`src/rtl/srw_pkg.sv`:
```
// constants for the supervisory reset and watchdog block
package srw_pkg;
	localparam int unsigned CLK_HZ = 125000000;
	localparam int unsigned TICK_HZ = 1000;
	localparam int unsigned TICK_DIV = CLK_HZ / TICK_HZ;
	localparam int unsigned RESET_HOLD_MS = 140;
	localparam int unsigned RESET_HOLD_TICKS = (RESET_HOLD_MS * TICK_HZ + 999) / 1000;
	localparam int unsigned WDOG_TIMEOUT_MS = 1120;
	localparam int unsigned WDOG_TIMEOUT_TICKS = (WDOG_TIMEOUT_MS * TICK_HZ + 999) / 1000;
	localparam int unsigned CNT_W = 24;
endpackage

```
`src/rtl/srw_supervisor.sv`:
```
// supervisory reset generator with watchdog and manual reset
// Functional notes
// - reset held while supply low, then held at least 140 ms after it recovers
// - reset when watchdog input fails to change state within the timeout
// - manual reset request low starts a reset; it idles high
// - floating watchdog input disables the watchdog, no watchdog reset
// - active-low reset output driven low during reset, high otherwise
// - active-high reset output is always the inverse of the active-low one
`timescale 1ns/1ps
`default_nettype none
module srw_supervisor
	import srw_pkg::*;
#(
	parameter int unsigned TICK_DIV_P = TICK_DIV,
	parameter int unsigned HOLD_TICKS_P = RESET_HOLD_TICKS,
	parameter int unsigned WDOG_TICKS_P = WDOG_TIMEOUT_TICKS
) (
	input wire logic mclk,
	input wire logic rst_b,
	input wire logic supply_ok,
	input wire logic manual_reset_request_n,
	input wire logic watchdog_kick_input,
	input wire logic watchdog_kick_driven,
	output logic reset_out_n,
	output logic reset_out
);
	// elaboration guard: counters reach the full count, so it must fit
	if (TICK_DIV_P < 1 || HOLD_TICKS_P < 1 || WDOG_TICKS_P < 2) begin : g_too_small
		$error("srw_supervisor: counts too small");
	end
	if (TICK_DIV_P >= (1 << CNT_W) || HOLD_TICKS_P >= (1 << CNT_W)
		|| WDOG_TICKS_P >= (1 << CNT_W)) begin : g_too_wide
		$error("srw_supervisor: counts exceed counter width");
	end

	localparam logic [CNT_W-1:0] DIV_LAST = CNT_W'(TICK_DIV_P - 1);
	localparam logic [CNT_W-1:0] HOLD_N = CNT_W'(HOLD_TICKS_P);
	localparam logic [CNT_W-1:0] WDOG_N = CNT_W'(WDOG_TICKS_P);

	// pin synchronisers, first stage read only by second
	logic [3:0] sync1;
	logic [3:0] sync2;
	always_ff @(posedge mclk) begin
		if (!rst_b) begin
			sync1 <= 4'h2;
			sync2 <= 4'h2;
		end else begin
			sync1 <= {watchdog_kick_driven, watchdog_kick_input, manual_reset_request_n,
				supply_ok};
			sync2 <= sync1;
		end
	end
	wire supply_good = sync2[0];
	wire manual_low = !sync2[1];
	wire kick = sync2[2];
	wire kick_en = sync2[3];

	logic kick_q;
	always_ff @(posedge mclk) begin
		if (!rst_b) begin
			kick_q <= 1'b0;
		end else begin
			kick_q <= kick;
		end
	end
	wire kick_edge = kick_en && (kick != kick_q);

	// timebase tick
	logic [CNT_W-1:0] div_cnt;
	wire tick = (div_cnt == DIV_LAST);
	always_ff @(posedge mclk) begin
		if (!rst_b || tick) begin
			div_cnt <= '0;
		end else begin
			div_cnt <= div_cnt + 1'b1;
		end
	end

	typedef enum logic [1:0] {SRW_HOLD, SRW_EXTEND, SRW_RUN} srw_state_e;
	srw_state_e state;
	srw_state_e next_state;
	logic [CNT_W-1:0] hold_cnt;
	logic [CNT_W-1:0] wdog_cnt;

	// first tick after a restart is partial; one extra tick keeps each minimum
	wire wdog_expired = kick_en && (wdog_cnt >= WDOG_N) && tick;
	wire trigger = !supply_good || manual_low || wdog_expired;
	wire hold_done = tick && (hold_cnt >= HOLD_N);

	always_comb begin
		next_state = state;
		unique case (state)
			SRW_HOLD: begin
				if (supply_good && !manual_low) begin
					next_state = SRW_EXTEND;
				end
			end
			SRW_EXTEND: begin
				if (!supply_good || manual_low) begin
					next_state = SRW_HOLD;
				end else if (hold_done) begin
					next_state = SRW_RUN;
				end
			end
			SRW_RUN: begin
				if (trigger) begin
					next_state = SRW_HOLD;
				end
			end
		endcase
	end

	always_ff @(posedge mclk) begin
		if (!rst_b) begin
			state <= SRW_HOLD;
		end else begin
			state <= next_state;
		end
	end

	// extension counter restarts whenever a cause is present
	always_ff @(posedge mclk) begin
		if (!rst_b || state != SRW_EXTEND) begin
			hold_cnt <= '0;
		end else if (tick) begin
			hold_cnt <= hold_cnt + 1'b1;
		end
	end

	always_ff @(posedge mclk) begin
		if (!rst_b || state != SRW_RUN || kick_edge || !kick_en) begin
			wdog_cnt <= '0;
		end else if (tick) begin
			wdog_cnt <= wdog_cnt + 1'b1;
		end
	end

	logic in_reset;
	always_ff @(posedge mclk) begin
		if (!rst_b) begin
			in_reset <= 1'b1;
		end else begin
			in_reset <= (next_state != SRW_RUN);
		end
	end
	assign reset_out_n = !in_reset;
	assign reset_out = in_reset;

	property p_complement;
		@(posedge mclk) disable iff (!rst_b) reset_out == !reset_out_n;
	endproperty
	a_complement: assert property (p_complement)
		else $error("reset outputs not complementary");

	property p_supply_low;
		@(posedge mclk) disable iff (!rst_b) !supply_good |=> !reset_out_n;
	endproperty
	a_supply_low: assert property (p_supply_low)
		else $error("reset not asserted on low supply");

	property p_manual;
		@(posedge mclk) disable iff (!rst_b) manual_low |=> !reset_out_n;
	endproperty
	a_manual: assert property (p_manual)
		else $error("manual reset ignored");

	property p_release_hold;
		@(posedge mclk) disable iff (!rst_b)
			$rose(reset_out_n) |-> $past(state == SRW_EXTEND) && $past(hold_done);
	endproperty
	a_release_hold: assert property (p_release_hold)
		else $error("reset released early");

	property p_wdog_fire;
		@(posedge mclk) disable iff (!rst_b) (state == SRW_RUN && wdog_expired) |=> reset_out;
	endproperty
	a_wdog_fire: assert property (p_wdog_fire)
		else $error("watchdog timeout missed");

	property p_wdog_disabled;
		@(posedge mclk) disable iff (!rst_b)
			(state == SRW_RUN && !kick_en && supply_good && !manual_low) |=> !reset_out;
	endproperty
	a_wdog_disabled: assert property (p_wdog_disabled)
		else $error("disabled watchdog fired");

	property p_wdog_restart;
		@(posedge mclk) disable iff (!rst_b) kick_edge |=> wdog_cnt == '0;
	endproperty
	a_wdog_restart: assert property (p_wdog_restart)
		else $error("watchdog not restarted");

	property p_release_fresh;
		@(posedge mclk) disable iff (!rst_b) $rose(reset_out_n) |-> wdog_cnt == '0;
	endproperty
	a_release_fresh: assert property (p_release_fresh)
		else $error("stale watchdog count");

	property p_release_count;
		@(posedge mclk) disable iff (!rst_b) $rose(reset_out_n) |-> $past(hold_cnt) == HOLD_N;
	endproperty
	a_release_count: assert property (p_release_count)
		else $error("extension shorter than its tick count");

	property p_hold_restart;
		@(posedge mclk) disable iff (!rst_b)
			(state == SRW_EXTEND && (!supply_good || manual_low)) |=> (state == SRW_HOLD && reset_out);
	endproperty
	a_hold_restart: assert property (p_hold_restart)
		else $error("extension not restarted by a cause");

	property p_run_quiet;
		@(posedge mclk) disable iff (!rst_b) (state == SRW_RUN && !trigger) |=> reset_out_n;
	endproperty
	a_run_quiet: assert property (p_run_quiet)
		else $error("reset held with no cause");

	property p_disabled_idle;
		@(posedge mclk) disable iff (!rst_b) !kick_en |=> wdog_cnt == '0;
	endproperty
	a_disabled_idle: assert property (p_disabled_idle)
		else $error("disabled watchdog still counting");
endmodule
`default_nettype wire

```
`config.mk`:
```
export PLATFORM = sky130hd
export DESIGN_NAME = srw_supervisor
export DESIGN_NICKNAME = d
export VERILOG_FILES = /design/src/rtl/srw_pkg.sv /design/src/rtl/srw_supervisor.sv
export SDC_FILE = /design/constraint.sdc
export NUM_CORES = 1
export LEC_CHECK = 0
export ABC_AREA = 0
export BUFFER_PORTS_ARGS = -buffer_cell sky130_fd_sc_hd__buf_2
export CAP_MARGIN = 40
export CORE_MARGIN = 2
export CORE_UTILIZATION = 40
export CTS_CLUSTER_SIZE = 24
export DETAILED_ROUTE_END_ITERATION = 6
export REMOVE_ABC_BUFFERS = 1
export SLEW_MARGIN = 25
export SYNTH_ARGS = -nofsm -noshare
export SYNTH_HDL_FRONTEND = slang
export SYNTH_SLANG_ARGS = --single-unit
```
`constraint.sdc`:
```
create_clock -name mclk -period 7.5 [get_ports mclk]
set_input_delay 1.5 -clock mclk [delete_from_list [all_inputs] [get_ports mclk]]
set_output_delay 1.5 -clock mclk [all_outputs]
set_load 0.02 [all_outputs]
```
---- Word level (Yosys, flattened, before mapping) ----
Index checks and enable logic that the tools add are counted.
cells by class
  equal/unequal tests ..................... 7
  mux-type cells .......................... 5
  $add $sub $neg .......................... 3
  magnitude comparators ................... 2
  reductions and logical operators ........ 18
operators with widths
  cell                   count
  $add 24x1->24 const B  3
  $eq 24x17->1 const B   1
  $ge 24x11->1 const B   1
  $ge 24x8->1 const B    1
  $mux 2                 4
  $logic_or 1x1->1       7
  $pmux 2 s3             1
  $logic_and 1x1->1      5
  $logic_not 1->1        5
  $ne 2x2->1 const B     2
  $eq 2x1->1 const B     1
  $eq 2x2->1 const B     1
  $logic_not 2->1        1
  $ne 2x1->1 const B     1
  $ne 1x1->1             1
storage, ports and cells
  flip-flop bits (word level) ............. 84
  output and inout bits ................... 2
  word-level logic and storage cells ...... 43

---- Depth between registers and ports, before layout ----
Gate-level depths: netlist of run 1.
  depth in word-level cells ............... 7
  mapped depth ............................ 8

---- Least setup slack after synthesis of run 1 ----
OpenSTA, ideal clock, no wires.
  path kind ............................... reg2reg
  start point ............................. register div_cnt[19]
  end point ............................... register wdog_cnt[15]
  setup slack ............................. 4.951 ns
  arrival ................................. 2.479 ns
  cell stages (with the launch flop) ...... 7
  cell sequence ........................... dfxtp_1 or4_4 or3_1 buf_2 or4_4 or4b_1 a21oi_1
on the way
  cells in the longest elaborated chain, start to end .. 1
ends and longest elaborated chain
  what                      line                   RTL
  start: declaration        srw_supervisor.sv:69   logic [CNT_W-1:0] div_cnt;
  start signal: assignment  srw_supervisor.sv:75   div_cnt <= div_cnt + 1'b1;
  $eq 24x17->1              srw_supervisor.sv:70   wire tick = (div_cnt == DIV_LAST);
  end signal: assignment    srw_supervisor.sv:134  wdog_cnt <= wdog_cnt + 1'b1;
  end: declaration          srw_supervisor.sv:83   logic [CNT_W-1:0] wdog_cnt;
No other way between the ends.
A chain may end at the register's enable or synchronous reset.

---- Worst setup path in the final report of run 1 ----
  start point ............................. register div_cnt[19]
  end point ............................... register hold_cnt[14]
on the way
  cells in the longest elaborated chain, start to end .. 1
ends and longest elaborated chain
  what                    line                   RTL
  $eq 24x17->1            srw_supervisor.sv:70
  end signal: assignment  srw_supervisor.sv:126  hold_cnt <= hold_cnt + 1'b1;
  end: declaration        srw_supervisor.sv:82   logic [CNT_W-1:0] hold_cnt;
No other way between the ends.

==> impl_results.md, run 1 <==
- #FFs+latches synth: 84
- Via count of the first global-routing pass: 2884
- Vias post-DR: 3265
- Largest net degree at the start of global routing: 26
- Internal reg-to-reg setup slack: between 4 and 5 ns
- Worst Setup Path Type: register to register
- Sink Count: 84
- Final Critical Period: roughly 2.8 ns
- Setup bufs post-CTS: 0
- Post-Synthesis Cell Area: 3920 um^2
- Final max-slew violation count: 0
- Max-Cap Viols: 0
- Antenna diode count: 0
- Setup repair after global routing missed its margin: no
- Placed cells: 595
- Ports: 8
- Startpoint Class: register
- Ys Warns: 0
- Total power: about 800 uW
- # DRC: 0
- Die Wd: 103 um
- R2R cell count: 5
- Mapped Cells: 469
- Root Buffer: clkbuf_8
- CTS Buf Count: 9
- Cell Rows: 36
- Initial drt markers: 130
- Core Area: 9640 um^2
- Setup Skew: approximately 0.0077 ns
- Worst Path Max Fanout: 14
- Top cell type's share of synthesized area: 0.429
- Maximum vdd drop: just over 0.00009 V
- Rel. slew slack: 0.456
- Worst r2r src: div_cnt[19]$_SDFF_PP0_
- Highest clock rate: between 300 and 400 MHz
- Clock insertion delay at the later pin of the skew report: 0.36 ns
- TNS Setup: 0 ns
- Synth cell types: 44
- RePlAce Congestion: between 0.8 and 0.9
- First-pass GRT wire length: 13400 um
- DR pass1 iterations: 4
- CTS clk-pin slew, worst paths: ~0.08 ns
- Ys flop type: dfxtp_1
- Die area: 10600 um^2
- Antenna-violating nets left: 0
- Leakage: 0.00127 uW
- FF-to-FF End: hold_cnt[14]$_SDFFE_PP0P_
- Post-route setup slack: 4.66 ns
- WHS Path Cells: 1
- Critical Path AT: 3.13 ns
- Number of port buffers: 7
- EDFF count, synth: 0
- Avg Vias per Cell: 5.33
- Seq/Total Area, Yosys: 0.429
- Post-CTS resize count: 0
- HP Start: sync1[1]$_SDFF_PN1_
- Total length of routed wires: 7890 um
- Synth area leaders: dfxtp_1 (43%), xnor2_1 (5.4%), nor2_1 (4.6%)
- Layout area overhead: 9.60%
- Cts hold-fix bufs: 0
- Worst Hold Class: register to register
- Final HPWL DP: 5400 um
- Power Dens Cells: 185 nW/um^2
- Cell taking the most area after synthesis: dfxtp_1
- Required time of the critical path: 7.79 ns
- Layout cells sized above 1: 0.0605
- GRT Resource Usage Total: 0.158
- WHS Endpoint: sync2[1]$_SDFF_PN1_
- Count of final hold-check violations: 0
- Post-Synthesis Mean Instance Area: 8.37 um^2
- Clk buf depth: 2
- Setup Viol. Count Final: 0
- Die Span Y: 103 um
- Non-filler cells, final: 612
- Slew at the pin with the worst max-slew slack: 0.808 ns
- Tcrit/Tclk final: 0.379
- Antenna violations before repair: 0
- Fraction of registers with async set/reset: 0
- CTS tree: done
- Setup WS pre-CTS: between 4 and 5 ns
- CTS H-tree lvls: 3
- Routed WL per cell: roughly 13 um
- GRT overflow: 0
- Worst Setup End Kind: register
- Status: finished clean
- Initial Utilization: 0.407
- Final #Nets: approximately 490
- Hold Slack: roughly 0.41 ns
-- power by group --
group          switching (uW)  internal, uW
registers                2.44           449
logic                    7.44          4.91
clock network             153           180
-- flip-flops by register name, indices dropped and copies added (netlist names) --
register   cells
div_cnt       24
hold_cnt      24
kick_q         1
reset_out      1
state          2
sync1          4
sync2          4
wdog_cnt      24
-- placed cells by master (no fill, tap or decap), types with 11 or more instances in the layout --
cell type / Yosys / routed
nand3_1: 27 / 27
nand4_1: 22 / 22
xor2_1: 13 / 13
nand2_1: 31 / 31
or4_1: 12 / 12
inv_1: 23 / 23
nor2_1: 48 / 48
o31ai_1: 11 / 11
o21ai_0: 19 / 19
nor3_1: 14 / 14
or3_1: 21 / 21
nor4_1: 16 / 16
xnor2_1: 24 / 24
a21oi_1: 31 / 31
clkbuf_8: 0 / 12
dfxtp_1: 84 / 84
-- cells in the mapped netlist (all sizes together) (7+ instances only) --
| cell type | number |
|---|---|
| dfxtp | 84 |
| nor2 | 48 |
| a21oi | 31 |
| nand2 | 31 |
| nand3 | 27 |
| xnor2 | 24 |
| inv | 23 |
| nand4 | 22 |
| or3 | 21 |
| o21ai | 19 |
| nor4 | 16 |
| nor3 | 15 |
| or4 | 14 |
| xor2 | 13 |
| clkbuf | 12 |
| o31ai | 11 |
| and2 | 10 |
| ha | 7 |
-- through the flow --
step	utilization	instance area (um^2)
after floorplan	-	3860
after global placement	0.422	4070
after detailed placement	0.423	4080
after CTS	0.444	4280
after global routing	0.446	4300
final	0.446	4300
-- worst max-delay path, stage by stage, from the launching register on --
cell and delay (ns):
dfxtp_1 0.36, or4_4 0.57, nor3_2 0.57, nand4_1 0.55
or4_1 0.57, a21oi_1 0.14
-- cells by family (layout without fill, tap and decap cells) --
logic type,count (synthesis),count (layout),share of synthesized area
simple gates,227,227,0.313
flops,84,84,0.429
compound gates,74,74,0.111
buf+inv,38,48,0.0370
xor+xnor,37,37,0.0826
fa+ha+maj,7,7,0.0223
mux,2,2,0.00510
-- layout make-up --
type                    count  area [um^2]
fillers                   981         5340
multi-input cells         347         2100
flip-flops and latches     84         1680
clock buffers              14          173
well taps                 133          166
inverters                  23         86.3
repair buffers             10         66.3
clock inverters             1         30.0
-- layer usage --
| metal | GRT usage | vias to the layer above | routed length [um] |
|---|---|---|---|
| met5 | 0 | - | 0 |
| met4 | 0.0567 | 0 | 105 |
| met1 | 0.214 | 1538 | 4090 |
| met2 | 0.248 | 24 | 3510 |
| li1 | - | 1694 | - |
| met3 | 0.0373 | 9 | 181 |
-- how the worst max path moves through the flow --
stage,start,end,slack [ns],cells after the start
6_report,div_cnt[19]$_SDFF_PP0_,hold_cnt[14]$_SDFFE_PP0P_,4.66,5
5_1_grt,div_cnt[19]$_SDFF_PP0_,hold_cnt[14]$_SDFFE_PP0P_,4.48,5
4_1_cts,rst_b,reset_out$_SDFF_PN1_,4.65,6
3_5_place_dp,rst_b,reset_out$_SDFF_PN1_,4.28,6
3_3_place_gp,rst_b,wdog_cnt[8]$_SDFFE_PP0P_,4.32,3
2_1_floorplan,div_cnt[19]$_SDFF_PP0_,wdog_cnt[15]$_SDFFE_PP0P_,4.91,5
Power figures use the tool's default switching activity.
==> run 2: changes to the inputs <==
==> constraint.sdc (replaced) <==
create_clock -name mclk -period 2.35 [get_ports mclk]
set_input_delay 0.47 -clock mclk [delete_from_list [all_inputs] [get_ports mclk]]
set_output_delay 0.47 -clock mclk [all_outputs]
set_load 0.02 [all_outputs]
==> run 2 against run 1 <==
Effect of this change:
- the run now ends with negative setup slack left
- final cell count up 4.9%
- final area increased by 6.2%
- register-to-register slack got worse by 4.7 ns
- die area is the same
- power rose to 3.2 times the previous value
- via count up 4.0%
- largest cell class unchanged
- largest power group unchanged
==> impl_results.md, run 2 (same netlist as run 1, synthesis figures left out) <==
- Status: finished with violations
- Failing checks: negative setup slack
- Clk buf depth: 2 (unchanged)
- CTS clk-pin slew, worst paths: 0.07 ns (about the same)
- Layout area overhead: 16.4%
- Commonest cells after routing, fill and taps aside: dfxtp_1 (84), nor2_1 (48), nand2_1 (31), a21oi_1 (30), buf_4 (27)
- Biggest regs: div_cnt (24), hold_cnt (24), wdog_cnt (24)
- Setup Skew: 0.0114 ns (+0.00365 ns)
- First-pass GRT wire length: 14000 um (+4.3%)
- Required time of the critical path: 2.63 ns (-5.16 ns)
- Met3 Track Usage GR: 0.0346 (-0.00271)
- Worst Hold Class: primary input to register
- Setup Viol. Count Final: 1 (+1)
- Worst Setup Path Type: register to register
- CTS Buf Count: 9 (unchanged)
- GRT Resource Usage Total: 0.164 (+0.00596)
- # DRC: 0 (unchanged)
- Met1 Resource Use GR: 0.221 (+0.00760)
- Antenna diode count: 0 (unchanged)
- Switching share of power: 0.204 (-0.00101)
- Highest clock rate: 424 MHz (+20%)
- Power Dens Cells: 562 nW/um^2 (+200%)
- Total length of routed wires: 8080 um (+2.5%)
- Critical Path AT: 2.64 ns (-0.49 ns)
- Slew at the pin with the worst max-slew slack: 0.459 ns (-0.350 ns)
- Number of port buffers: 7 (unchanged)
- Most common cell after layout, fill and taps aside: dfxtp_1
- Logic gate share of total power: 0.017 (+0.002)
- Cell Rows: 36 (unchanged)
- Initial drt markers: 125 (-3.8%)
- Final Critical Period: 2.36 ns (-0.480 ns)
- Post-route cell area: 4570 um^2 (+6.2%)
- Start point of the critical path: div_cnt[19]$_SDFF_PP0_
- GRT overflow: 0 (unchanged)
- DR pass1 iterations: 4 (unchanged)
- Ports: 8 (unchanged)
- Root Buffer: clkbuf_8
- WHS Endpoint: sync1[1]$_SDFF_PN1_
- Non-filler cells, final: 642 (+4.9%)
- Avg Vias per Cell: 5.29 (-0.85%)
- Die area: 10600 um^2 (unchanged)
- Power share of the sequential group: 0.562 (-0.004)
- Via count of the first global-routing pass: 3117 (+8.1%)
- Core Util, Final: 0.474 (+0.0278)
- Busiest grt layer: met2
- FF-to-FF End: wdog_cnt[15]$_SDFFE_PP0P_
- Die Wd: 103 um (unchanged)
- Sink Count: 84 (unchanged)
- Tcrit/Tclk final: 1.00 (+0.626)
- Max-Cap Viols: 0 (unchanged)
- Maximum vdd drop: 0.000404 V (+340%)
- CTS H-tree lvls: 3 (unchanged)
- Largest net degree at the start of global routing: 25 (-3.8%)
- Placed cell areas: 4290 um^2 (+5.1%)
- R2R cell count: 5 (unchanged)
- Worst Setup End Kind: register
- Routed WL per cell: 12.6 um (-2.3%)
- Antenna violations before repair: 0 (unchanged)
- Initial Utilization: 0.407 (unchanged)
- P_int: 2040 uW (+220%)
- Clock Power Share: 0.421 (+0.003)
- RePlAce Congestion: 0.781 (-9.8%)
- Vias post-DR: 3396 (+4.0%)
- Net Switching: 523 uW (+220%)
- Setup repair after global routing missed its margin: yes
- Placed cells: 622 (+4.5%)
- Core Area: 9640 um^2 (unchanged)
- Count of final hold-check violations: 0 (unchanged)
- Layout cells sized above 1: 0.128 (+0.0672)
- CTS tree: done
- Rel. slew slack: 0.693 (+0.237)
- Post-route setup slack: -0.0102 ns (-4.67 ns)
- Die Span Y: 103 um (unchanged)
- Worst Path Max Fanout: 4 (-10)
- Final max-slew violation count: 0 (unchanged)
- WHS Path Cells: 2 (+1)
- GR Util met2: 0.266 (+0.0175)
- Antenna-violating nets left: 0 (unchanged)
- Clock insertion delay at the later pin of the skew report: 0.35 ns (about the same)
- Setup WS pre-CTS: -0.107 ns (-4.39 ns)
- Final #Nets: 518 (+6.1%)
- Startpoint Class: register
- HP Start: manual_reset_request_n
- Final HPWL DP: 5620 um (+4.1%)
- Worst r2r src: div_cnt[19]$_SDFF_PP0_
- Internal reg-to-reg setup slack: -0.01 ns (-4.67 ns)
- Leakage: 0.00143 uW (+12%)
==> run 2: how the worst max path moves through the flow <==
stage and end:
2_1_floorplan wdog_cnt[15]$_SDFFE_PP0P_, 3_3_place_gp wdog_cnt[11]$_SDFFE_PP0P_, 3_5_place_dp wdog_cnt[7]$_SDFFE_PP0P_, 4_1_cts wdog_cnt[15]$_SDFFE_PP0P_, 5_1_grt wdog_cnt[15]$_SDFFE_PP0P_, 6_report wdog_cnt[15]$_SDFFE_PP0P_
==> run 2: repair_timing <==
item	CTS	global route
gates cloned	0	2
resized for setup	2	7
hold buffers	0	0
endpoints found under the setup margin	6	17
pin swaps	4	4
buffers inserted	0	3
==> run 2: worst max-delay path: stages (launching register included) <==
cell,delay (ns)
dfxtp_1,0.31
or4_4,0.53
or3_4,0.34
or4_4,0.46
or4b_4,0.55
a21oi_2,0.12
==> run 2: stage by stage <==
| step | power [uW] | hold WS, ns | setup TNS [ns] |
|---|---|---|---|
| floorplan | 1500 | 0.386 | -0.749 |
| global placement | 1520 | 0.401 | -0.484 |
| detailed placement | 1520 | 0.402 | -0.543 |
| CTS | 2600 | 0.283 | -0.00539 |
| global route | 2660 | 0.307 | -0.0937 |
| finish | 2570 | 0.302 | -0.0102 |
==> run 2: cell type report <==
| type | count | area, um^2 |
|---|---|---|
| clock buffers | 10 | 128 |
| repair buffers | 40 | 302 |
| multi-input cells | 347 | 2130 |
| flip-flops and latches | 84 | 1680 |
| well taps | 133 | 166 |
| fillers | 948 | 5070 |
| clock inverters | 5 | 77.6 |
| inverters | 23 | 86.3 |
==> run 2: power groups by stage <==
stage | Clock [uW] | Sequential [uW] | Combinational [uW]
floorplan | 0 | 1470 | 25.2
global placement | 0 | 1480 | 43.7
detailed placement | 0 | 1480 | 45.0
CTS | 1110 | 1440 | 45.3
global route | 1160 | 1440 | 50.3
finish | 1080 | 1440 | 44.3
==> run 2: metal layers <==
metal	wire [um]	vias up	part of all wire
met5	0	-	0
met4	89	0	0.011
met3	180	9	0.022
met2	3720	30	0.46
met1	4090	1592	0.51
li1	-	1765	-
